### config.mk
export PLATFORM = sky130hd
export DESIGN_NAME = pga_port
export DESIGN_NICKNAME = d
export VERILOG_FILES = /design/src/rtl/pga_pkg.sv /design/src/rtl/pga_port.sv /design/src/rtl/pga_pin_cell.sv
export SDC_FILE = /design/constraint.sdc
export NUM_CORES = 1
export LEC_CHECK = 0
export BUFFER_PORTS_ARGS = -buffer_cell sky130_fd_sc_hd__buf_2
export CAP_MARGIN = 10
export CORE_MARGIN = 10
export CORE_UTILIZATION = 57
export DETAILED_ROUTE_END_ITERATION = 12
export PLACE_DENSITY = 0.95
export RECOVER_POWER = 25
export SLEW_MARGIN = 20
export SYNTH_ARGS = -nofsm -noshare
export SYNTH_HDL_FRONTEND = slang
export SYNTH_HIERARCHICAL = 1
export SYNTH_SLANG_ARGS = --single-unit
### constraint.sdc
create_clock -name clk -period 3.3 [get_ports clk]
set_input_delay 0.66 -clock clk [delete_from_list [all_inputs] [get_ports clk]]
set_output_delay 0.66 -clock clk [all_outputs]
set_load 0.005 [all_outputs]
### src/rtl/pga_pkg.sv
// Package of register offsets, reset values and pin positions for the port A block.
package pga_pkg;
    // ------------------------------------------------------------
    // Register offsets
    // ------------------------------------------------------------
    localparam logic [3:0] PGA_OFF_PIN_LEVEL = 4'h0;
    localparam logic [3:0] PGA_OFF_DIRECTION = 4'h1;
    localparam logic [3:0] PGA_OFF_LATCH = 4'h2;
    localparam logic [3:0] PGA_OFF_ANALOG_SEL = 4'h3;
    localparam logic [3:0] PGA_OFF_PERIPH_EN = 4'h4;
    localparam logic [3:0] PGA_OFF_CONFIG = 4'h5;
    // ------------------------------------------------------------
    // Widths, reset values and field positions
    // ------------------------------------------------------------
    localparam int PGA_WIDTH = 8;
    localparam logic [7:0] PGA_DIR_RESET = 8'hff;
    localparam logic [7:0] PGA_LAT_RESET = 8'h00;
    localparam logic [7:0] PGA_ANALOG_RESET = 8'h33;
    localparam logic [7:0] PGA_PERIPH_RESET = 8'h00;
    localparam logic [7:0] PGA_OSC_PINS = 8'hc0;
    localparam logic [7:0] PGA_ANALOG_CAPABLE = 8'h37;
    localparam int PGA_CFG_OSC_BIT = 0;
    localparam int PGA_CFG_FAULT_BIT = 1;
    localparam int PGA_CFG_VREF_BIT = 2;
    localparam logic [2:0] PGA_CFG_RESET = 3'h0;
    localparam int PGA_PIN_VREF = 2;
    localparam int PGA_PIN_FAULT_LO = 5;
    localparam int PGA_PIN_FAULT_HI = 7;
endpackage

### src/rtl/pga_port.sv
// Top of the eight-pin general purpose port A with its register file.
//
// Decided for this implementation: the strobed register port and the register offsets.
`timescale 1ns/10ps
module pga_port (
    // Clock and reset
    input wire logic clk,
    input wire logic reset_n,
    // Register port
    input wire logic [3:0] reg_addr,
    input wire logic [7:0] reg_wdata,
    input wire logic reg_wr,
    input wire logic reg_rd,
    output logic [7:0] reg_rdata,
    // Pins
    input wire logic [7:0] pin_in,
    output logic [7:0] pin_out,
    output logic [7:0] pin_oe,
    // Peripheral side
    output logic pwm_fault_input,
    output logic [7:0] analog_sel
);
    // ------------------------------------------------------------
    // Registers
    // ------------------------------------------------------------
    logic [7:0] direction_port_a_r;
    logic [7:0] output_latch_port_a_r;
    logic [7:0] analog_sel_r;
    logic [7:0] periph_en_r;
    logic [2:0] config_r;
    logic [7:0] rdata_r;
    logic [7:0] dig_in;
    logic [7:0] osc_mask;
    logic [7:0] vref_mask;
    logic [7:0] rd_val;

    function automatic logic hit(input logic [3:0] a, input logic [3:0] off);
        hit = (a == off);
    endfunction

    assign osc_mask = config_r[pga_pkg::PGA_CFG_OSC_BIT] ? pga_pkg::PGA_OSC_PINS : 8'h00;
    assign vref_mask = config_r[pga_pkg::PGA_CFG_VREF_BIT] ?
        (8'h01 << pga_pkg::PGA_PIN_VREF) : 8'h00;

    always_ff @(posedge clk or negedge reset_n) begin
        if (!reset_n) begin
            direction_port_a_r <= pga_pkg::PGA_DIR_RESET;
        end else if (reg_wr && hit(reg_addr, pga_pkg::PGA_OFF_DIRECTION)) begin
            direction_port_a_r <= reg_wdata;
        end
    end

    always_ff @(posedge clk or negedge reset_n) begin
        if (!reset_n) begin
            output_latch_port_a_r <= pga_pkg::PGA_LAT_RESET;
        end else if (reg_wr && (hit(reg_addr, pga_pkg::PGA_OFF_LATCH) ||
                                hit(reg_addr, pga_pkg::PGA_OFF_PIN_LEVEL))) begin
            output_latch_port_a_r <= reg_wdata;
        end
    end

    always_ff @(posedge clk or negedge reset_n) begin
        if (!reset_n) begin
            analog_sel_r <= pga_pkg::PGA_ANALOG_RESET;
        end else if (reg_wr && hit(reg_addr, pga_pkg::PGA_OFF_ANALOG_SEL)) begin
            analog_sel_r <= reg_wdata & pga_pkg::PGA_ANALOG_CAPABLE;
        end
    end

    always_ff @(posedge clk or negedge reset_n) begin
        if (!reset_n) begin
            periph_en_r <= pga_pkg::PGA_PERIPH_RESET;
        end else if (reg_wr && hit(reg_addr, pga_pkg::PGA_OFF_PERIPH_EN)) begin
            periph_en_r <= reg_wdata;
        end
    end

    always_ff @(posedge clk or negedge reset_n) begin
        if (!reset_n) begin
            config_r <= pga_pkg::PGA_CFG_RESET;
        end else if (reg_wr && hit(reg_addr, pga_pkg::PGA_OFF_CONFIG)) begin
            config_r <= reg_wdata[2:0];
        end
    end

    // ------------------------------------------------------------
    // Pin cells
    // ------------------------------------------------------------
    genvar gi;
    generate
        for (gi = 0; gi < pga_pkg::PGA_WIDTH; gi++) begin : g_pin
            pga_pin_cell u_cell (
                .dir_in(direction_port_a_r[gi]),
                .latch_val(output_latch_port_a_r[gi]),
                .analog_on(analog_sel_r[gi]),
                .periph_on(periph_en_r[gi]),
                .kill_all(vref_mask[gi]),
                .not_gpio(osc_mask[gi]),
                .pad_in(pin_in[gi]),
                .pad_out(pin_out[gi]),
                .pad_oe(pin_oe[gi]),
                .dig_in(dig_in[gi])
            );
        end
    endgenerate

    // ------------------------------------------------------------
    // Fault input routing
    // ------------------------------------------------------------
    // The fault path bypasses the analog gate; it is a digital peripheral input.
    always_ff @(posedge clk or negedge reset_n) begin
        if (!reset_n) begin
            pwm_fault_input <= 1'b0;
        end else if (config_r[pga_pkg::PGA_CFG_FAULT_BIT]) begin
            pwm_fault_input <= pin_in[pga_pkg::PGA_PIN_FAULT_HI];
        end else begin
            pwm_fault_input <= pin_in[pga_pkg::PGA_PIN_FAULT_LO];
        end
    end

    assign analog_sel = analog_sel_r;

    // ------------------------------------------------------------
    // Read path
    // ------------------------------------------------------------
    always_comb begin
        case (reg_addr)
            pga_pkg::PGA_OFF_PIN_LEVEL: rd_val = dig_in;
            pga_pkg::PGA_OFF_DIRECTION: rd_val = direction_port_a_r & ~osc_mask;
            pga_pkg::PGA_OFF_LATCH: rd_val = output_latch_port_a_r & ~osc_mask;
            pga_pkg::PGA_OFF_ANALOG_SEL: rd_val = analog_sel_r;
            pga_pkg::PGA_OFF_PERIPH_EN: rd_val = periph_en_r;
            pga_pkg::PGA_OFF_CONFIG: rd_val = {5'h00, config_r};
            default: rd_val = 8'h00;
        endcase
    end

    // Read data is held only in the cycle after the strobe.
    always_ff @(posedge clk or negedge reset_n) begin
        if (!reset_n) begin
            rdata_r <= 8'h00;
        end else if (reg_rd) begin
            rdata_r <= rd_val;
        end else begin
            rdata_r <= 8'h00;
        end
    end

    assign reg_rdata = rdata_r;
endmodule

### src/rtl/pga_pin_cell.sv
// One port pin: driver enable, output value and gated digital input.
`timescale 1ns/10ps
module pga_pin_cell (
    // Control
    input wire logic dir_in,
    input wire logic latch_val,
    input wire logic analog_on,
    input wire logic periph_on,
    input wire logic kill_all,
    input wire logic not_gpio,
    // Pad
    input wire logic pad_in,
    output logic pad_out,
    output logic pad_oe,
    // Result
    output logic dig_in
);
    // ------------------------------------------------------------
    // Driver and input gating
    // ------------------------------------------------------------
    // The analog selection is left out of the driver enable on purpose.
    assign pad_oe = ~dir_in & ~periph_on & ~kill_all & ~not_gpio;
    assign pad_out = latch_val;
    assign dig_in = pad_in & ~analog_on & ~kill_all & ~not_gpio;
endmodule

; Word-level counts from Yosys, hierarchy flattened
; Cells that the tools add are included.
[op_classes]
eq_ne = 5
n_mux = 5
bitwise_logic = 85
n_reduce_logical = 7
[op_table]
columns = cell, n
row1 = $pmux 8 s6, 1
row2 = $and 1x1->1, 45
row3 = $not 1->1, 32
row4 = $and 8x8->8, 2
row5 = $mux 8, 2
row6 = $eq 4x2->1 const B, 2
row7 = $eq 4x3->1 const B, 2
row8 = $not 8->8, 1
row9 = $logic_and 1x1->1, 5
row10 = $not 1->1 const A, 5
row11 = $eq 4x1->1 const B, 1
row12 = $logic_not 4->1, 1
row13 = $mux 3, 1
row14 = $logic_or 1x1->1, 1
row15 = $mux 1, 1
[totals]
regBits = 41
in_bits = 24
output_inout_bits = 33
elab_cells = 109

; Depth between registers and ports, before layout
; Gate-level depths: netlist (run 1).
[logic_depth]
depth_word = 6
depth_mapped = 5
depth_no_buf = 4

; Hierarchy
; The synthesis (run 1) kept the hierarchy.
[modules_own_cells]
columns = module, n_inst, cells_each, area_each_um2, seq_area_each_um2
row1 = pga_port, 1, 142, 2008.2, 1041.0
row2 = pga_pin_cell, 8, 3, 35.0, 0.0

; Worst setup path before layout (run 1)
; No wires, ideal clock.
[synth_timing]
path_type = in2reg
from = input reg_addr[3]
to = register periph_en_r[0]
setup_ps = 125
t_arrival_ps = 1700
required_time_ps = 3175
path_slack_ps = 1475
stages = 4
path_buffers = 2
path_cell_list = buf_6 > or4_4 > buf_6 > mux2_4
[synth_between]
elab_chain_len = 2
[synth_lines]
columns = element, line
row1 = "start, declared", pga_port.sv:10  ; input wire logic [3:0] reg_addr,
row2 = $eq 4x3->1, pga_port.sv:38  ; hit = (a == off);
row3 = $logic_and 1x1->1, pga_port.sv:73  ; end else if (reg_wr && hit(reg_addr, pga_pkg::PGA_OFF_PERIPH_EN)) begin
row4 = "end signal, assigned", pga_port.sv:72  ; periph_en_r <= pga_pkg::PGA_PERIPH_RESET;
row5 = "end signal, assigned", pga_port.sv:74  ; periph_en_r <= reg_wdata;
row6 = "end, declared", pga_port.sv:29  ; logic [7:0] periph_en_r;
; No other way between the ends.
; A chain may end at the register's enable or synchronous reset.

==> results of run 1 <==
## cells by family after synthesis
family                 Yosys count
muxes                           45
and+or+nand+nor                 45
DFF                             41
buffers and inverters           18
AOI/OAI and AO/OA               16
other                            1
## routing by layer
layer  up-vias  wire (um)  track usage, %
met5         -          0               0
met4         0         63            4.62
met3         8        403            5.66
met2        47       2750            25.4
met1       831       2180            17.6
li1        729          -               -
## path summary, 6_finish.rpt
check                                              start                  endpoint  depth (start not counted)
worst max-delay path                             reset_n              reg_rdata[7]                          1
worst min-delay path            output_latch_port_a_r[0]  output_latch_port_a_r[0]                          1
worst max register to register               config_r[0]              reg_rdata[7]                          4
worst min register to register  output_latch_port_a_r[0]  output_latch_port_a_r[0]                          1
max in group clk                             config_r[0]                 pin_oe[6]                          2
min in group asynchronous                        reset_n               config_r[2]                          1
## layout make-up
cell class                 instances  share of cell area, %
multi-input combinational        138                   45.9
sequential                        41                   38.9
timing repair buffer              53                   9.87
clock buffer                       6                   2.71
tap                               48                   2.25
clock inverter                     2                  0.374
## stage by stage
stage	instances	cell area, um2
after floorplan	197	2400
after global placement	280	2590
after detailed placement	280	2590
after CTS	288	2680
after global routing	288	2670
final	288	2670
## registers in the layout (all words and copies together), names as in the netlist
| signal | count |
|---|---|
| config_r | 3 |
| direction_port_a_r | 8 |
| output_latch_port_a_r | 8 |
| analog_sel | 5 |
| reg_rdata | 8 |
| pwm_fault_input | 1 |
| periph_en_r | 8 |
## power groups by stage
stage | registers (W) | clock network, W | logic (W)
2_1_floorplan | 0.000703 | 0 | 0.000228
5_1_grt | 0.000741 | 0.000346 | 0.000331
4_1_cts | 0.000729 | 0.000321 | 0.000304
6_report | 0.000731 | 0.000316 | 0.000300
3_3_place_gp | 0.000725 | 0 | 0.000288
3_5_place_dp | 0.000736 | 0 | 0.000303
## synth_stat cells
master    count
mux2_2       32
dfrtp_1      29
buf_4        12
dfstp_2      12
mux2_4        8
nor4_2        8
nor4b_2       8
and3b_1       6
nand2_1       6
a21oi_1       5
o21ai_0       5
a32oi_1       4
buf_6         3
mux2i_1       3
nand3b_1      3
nor3_1        3
buf_2         2
mux4_2        2
nor2_1        2
nor4b_4       2
a22o_1        1
clkbuf_1      1
conb_1        1
nand2_2       1
nand2b_1      1
nand3_1       1
nor2b_1       1
nor3b_1       1
nor3b_4       1
o21a_1        1
or4_4         1
==> impl_results.md, run 1 <==
* Slew HR at -40.9%
* Starting Density at 60.7%
* Vias at around 1.6k
* CP cell instances: clkbuf_1
* Period utilisation layout at 66.1%
* CP Data Required Time at 3.29 ns
* Gr usage total at approximately 15%
* HPWL after DPL at slightly above 4000 um
* Crit path max-delay family: buffers and inverters
* Die Ht at 83.4 um
* Flop pwr share at between 50% and 60%
* Hold slack final at roughly 0.56 ns
* First-pass GRT wire length at about 9000 um
* Area share of the largest cell type after synthesis at between 30% and 40%
* DRT Pass-1 Iters at 4
* Post CTS Setup Buffer Count at 0
* Cell Area, Synth at 2290 um2
* Adder-Cell Fraction of Synth Area at 0%
* Flop-to-flop setup slack at between 1.5 and 2 ns
* DRC viols at 0
* Post-Synth XOR/XNOR Area at 0%
* Syn. warnings at 6
* PortBufs at between 50 and 60
* Pre-CTS setup slack at 1.09 ns
* Net switching power at ~0.0004 W
* Layout cells sized above 1 at a little under three fifths
* CP bufs+invs at 1
* H-tree depth at 2
* CP max-delay cell: clkbuf_1
* Die Wd at between 80 and 90 um
* CP Class: input pin to asynchronous set/reset pin
* DR vias/cell at roughly 5.6
* Seq cells post-synth at 41
* Setup ws final at between 1 and 1.5 ns
* Area of the multi-input gates at 1230 um2
* Congestion Overflow GR at 0
* Routed Antenna Nets at 0
* DR WL/cell at 18.7 um
* Mux contribution to synthesized area at about a quarter
* Fin nets at around 260
* Post-Synthesis Cells at about 170
* Overall power at around 0.0013 W
* Core Box Area at between 3000 and 4000 um2
* Fin util at 70.9%
* Synth area leader: dfrtp_1
* Area growth, synth to finish at 16.8%
* Maximum number of pins on one net before global-route repair at 42
* CTS tree: built
* CTS Hold Bufs at 0
* Initial antenna violation count at 0
* Worst Tran Pin Value at around 2.1 ns
* Die area at around 7000 um2
* Pwr Density at about 500 nW/um2
* Synth top area cells: dfrtp_1 32%, mux2_2 16%, dfstp_2 14%
* Clock network fraction of total power at between 20% and 30%
* Max Clock Freq at approximately 0.46 GHz
* Status: finished, violations left
* Fill cells at around 280
* Boundary Pins at 57
* CTS Buffer Depth at 2
* Sw Ratio at just under 30%
* Register Area at 1040 um2
* Combinational Power Share at between 20% and 30%
* Setup_tns at 0 ns
* Most frequent cells in the layout: 52 x buf_2, 32 x mux2_2, 32 x conb_1
* Num rows at 22
* Clock skew at approximately 0.0042 ns
* HP Class: flip-flop to flip-flop
* Clk Latency, worst-skew pair at roughly 0.3 ns
* Fin. Hold Viols at 0
* Seq/Total Area, Yosys at between 40% and 50%
* Worst path arrival time at roughly 2.2 ns
* CTS resizes at 0
* Failing checks: max-capacitance violations, max-slew violations
* Ant diodes at 0
* Internal at 0.000949 W
* Leak at 1.26 nW
* Max-cap violation count at 1
* Crit Path Max Fanout at between 40 and 50
* Synth unique cells at 31
* Avg Cell Area, Syn at 13.8 um2
* Setup-failing EPs final at 0
* Detailed Route Iter0 Violations at between 100 and 150
* RSZ-0062 raised after global routing: no
* Most common cell after layout, fill and taps aside: buf_2
* Crit end category: asynchronous set/reset pin
* Number of global-route vias before repair at 1763
* DRT Wirelength at about 5400 um
* CTS Root Cell: clkbuf_8
* Clk pin slew, worst setup/hold paths at 0.07 ns
* Complex-gate fraction of the synthesized area at under 10%
* GP Congestion at 0.788
* Max VDD drop at approximately 0.00029 V
* Final min period at between 2 and 2.5 ns
* Crit-path max cell delay at 1.47 ns
* Post-Synth Simple-Gate Area at about a fifth
* Largest family of logic cells by synthesized area: multiplexers
* Final Max Tran Viols at 42
* CP Launch Type: input pin
* Sink Count at a little over 40
* Num CTS Buffers at 5
Power figures use the tool's default switching activity.
==> run 2: changes to the inputs <==
Settings changed: CORE_UTILIZATION 57 to 53, PLACE_DENSITY 0.95 to 0.91.
Clock period 3.3 ns to 2.05 ns, I/O delays scaled along.
==> impl_results.md, run 2 (same netlist as run 1, synthesis figures left out) <==
* Status: finished, final reports clean (was finished, violations left)
* CTS Root Cell: clkbuf_8 (unchanged)
* Leak at 1.29 nW (was 1.26 nW)
* GP Congestion at 0.825 (was 0.788)
* Gr usage total at 14.5% (was 15.2%)
* Congestion Overflow GR at 0 (unchanged)
* Period utilisation layout at between 80% and 90%
* CP Class: flip-flop to output port (was input pin to asynchronous set/reset pin)
* H-tree depth at 2 (unchanged)
* HP Class: input pin to asynchronous set/reset pin (was flip-flop to flip-flop)
* Sink Count at 41 (unchanged)
* FF-to-FF End: reg_rdata[0] (was reg_rdata[7])
* HPWL after DPL at 3970 um (was 4030 um)
* Layout cells sized above 1 at 56.9% (was 55.8%)
* Slew HR at 33.3% (was -40.9%)
* Fin nets at 271 (was 263)
* Flop-to-flop setup slack at 0.72 ns (was 1.94 ns)
* CTS resizes at 0 (unchanged)
* Clock skew at 0.00642 ns (was 0.00420 ns)
* Die Wd at 85.7 um (was 83.4 um)
* Final Max Tran Viols at 0 (was 42)
* Area growth, synth to finish at 19.4% (was 16.8%)
* Post CTS Setup Buffer Count at 0 (unchanged)
* Setup-failing EPs final at 0 (unchanged)
* DR WL/cell at 17.3 um (was 18.7 um)
* CTS tree: built (unchanged)
* Starting Density at 56.0% (was 60.7%)
* Boundary Pins at 57 (unchanged)
* CP Launch Type: flip-flop (was input pin)
* Post-route cell area at 2730 um2 (was 2670 um2)
* Max Clock Freq at roughly 0.6 GHz
* PortBufs at 53 (unchanged)
* Most common cell after layout, fill and taps aside: buf_2 (unchanged)
* First-pass GRT wire length at 8720 um (was 8820 um)
* RSZ-0062 raised after global routing: no (unchanged)
* Worst r2r path cells at 4 (unchanged)
* Final min period at about 1.7 ns
* Core Box Area at 4090 um2 (was 3770 um2)
* Clk pin slew, worst setup/hold paths at 0.07 ns (about the same)
* Most frequent cells in the layout: 53 x buf_2, 32 x mux2_2, 32 x conb_1 (was 52 x buf_2, 32 x mux2_2, 32 x conb_1)
* DRT Wirelength at 5160 um (was 5400 um)
* Routed Antenna Nets at 0 (unchanged)
* CP startpoint: config_r[0] (was reset_n)
* Detailed Route Iter0 Violations at 63 (was 112)
* CTS Hold Bufs at 0 (unchanged)
* Number of global-route vias before repair at 1788 (was 1763)
* Crit Path Max Fanout at 9 (was 41)
* CTS Buffer Depth at 2 (unchanged)
* Setup_tns at 0 ns (unchanged)
* Reg2Reg Launch Point: analog_sel[0] (was config_r[0])
* Vias at 1578 (was 1615)
* Max-cap violation count at 0 (was 1)
* Crit end category: output port (was asynchronous set/reset pin)
* Num rows at 23 (was 22)
* Initial antenna violation count at 0 (unchanged)
* Max VDD drop at 0.000404 V (was 0.000288 V)
* Pwr Density at 786 nW/um2 (was 504 nW/um2)
* Fin. Hold Viols at 0 (unchanged)
* Critical Path Sink: pin_oe[7] (was reg_rdata[7])
* Clk Latency, worst-skew pair at 0.29 ns (was 0.30 ns)
* Worst path arrival time at 1.25 ns (was 2.17 ns)
* Maximum number of pins on one net before global-route repair at 42 (unchanged)
* Die Ht at 85.7 um (was 83.4 um)
* Placed inst area at 2670 um2 (was 2590 um2)
* Ant diodes at 0 (unchanged)
* Die area at 7350 um2 (was 6950 um2)
* Fill cells at 322 (was 284)
* Fin util at 66.9% (was 70.9%)
* DRT Pass-1 Iters at 4 (unchanged)
* CP Data Required Time at 1.64 ns (was 3.29 ns)
* Worst Tran Pin Value at 1.00 ns (was 2.11 ns)
* Overall power at 0.00215 W (was 0.00135 W)
* DRC viols at 0 (unchanged)
* DR vias/cell at 5.30 (was 5.61)
* Num CTS Buffers at 5 (unchanged)
[run 2: changes by cell type in the layout (fill, tap and decap cells not counted)]
cell,before,now
buf_2,52,53
clkinv_2,2,0
clkbuf_2,0,1
buf_4,0,7
clkbuf_1,2,3
[run 2: where the power goes]
group          switching (W)  internal [W]
clock               0.000258      0.000242
combinational       0.000191      0.000293
sequential          0.000160       0.00101
[run 2: per-stage QoR]
| stage | hold WS (ns) | worst slack [ns] | instances |
|---|---|---|---|
| 5_1_grt | 0.364 | 0.319 | 298 |
| 2_1_floorplan | 0.114 | 0.475 | 197 |
| 6_report | 0.355 | 0.391 | 298 |
| 4_1_cts | 0.0760 | 0.369 | 298 |
| 3_3_place_gp | 0.393 | 0.296 | 290 |
| 3_5_place_dp | 0.397 | 0.273 | 290 |
[run 2: worst min-delay path by stage]
stage                               end  cells past startpoint
after global placement     reg_rdata[3]                      2
after CTS                  reg_rdata[3]                      2
after floorplan           analog_sel[2]                      0
after global routing       reg_rdata[2]                      2
after detailed placement   reg_rdata[3]                      2
final                      reg_rdata[3]                      2
[run 2: cell type report]
cell class	instances	area (um2)	area share [%]
Multi-Input combinational cell	138	1230	44.9
Sequential cell	41	1040	38.1
Timing Repair Buffer	61	323	11.8
Clock buffer	8	80.1	2.93
Tap cell	50	62.6	2.29
[run 2: worst max-delay path: stages (launching register included)]
cell     delay (ns)
dfrtp_1        0.51
nor4_2         0.30
buf_2          0.15
[run 2: routing by layer]
layer  vias to the layer above  part of all wire (%)  track usage (%)
met2                        50                    50             24.0
met4                         0                   1.9             5.84
met5                         -                     0                0
met3                         9                   6.9             5.11
li1                        750                     -                -
met1                       769                    41             16.6
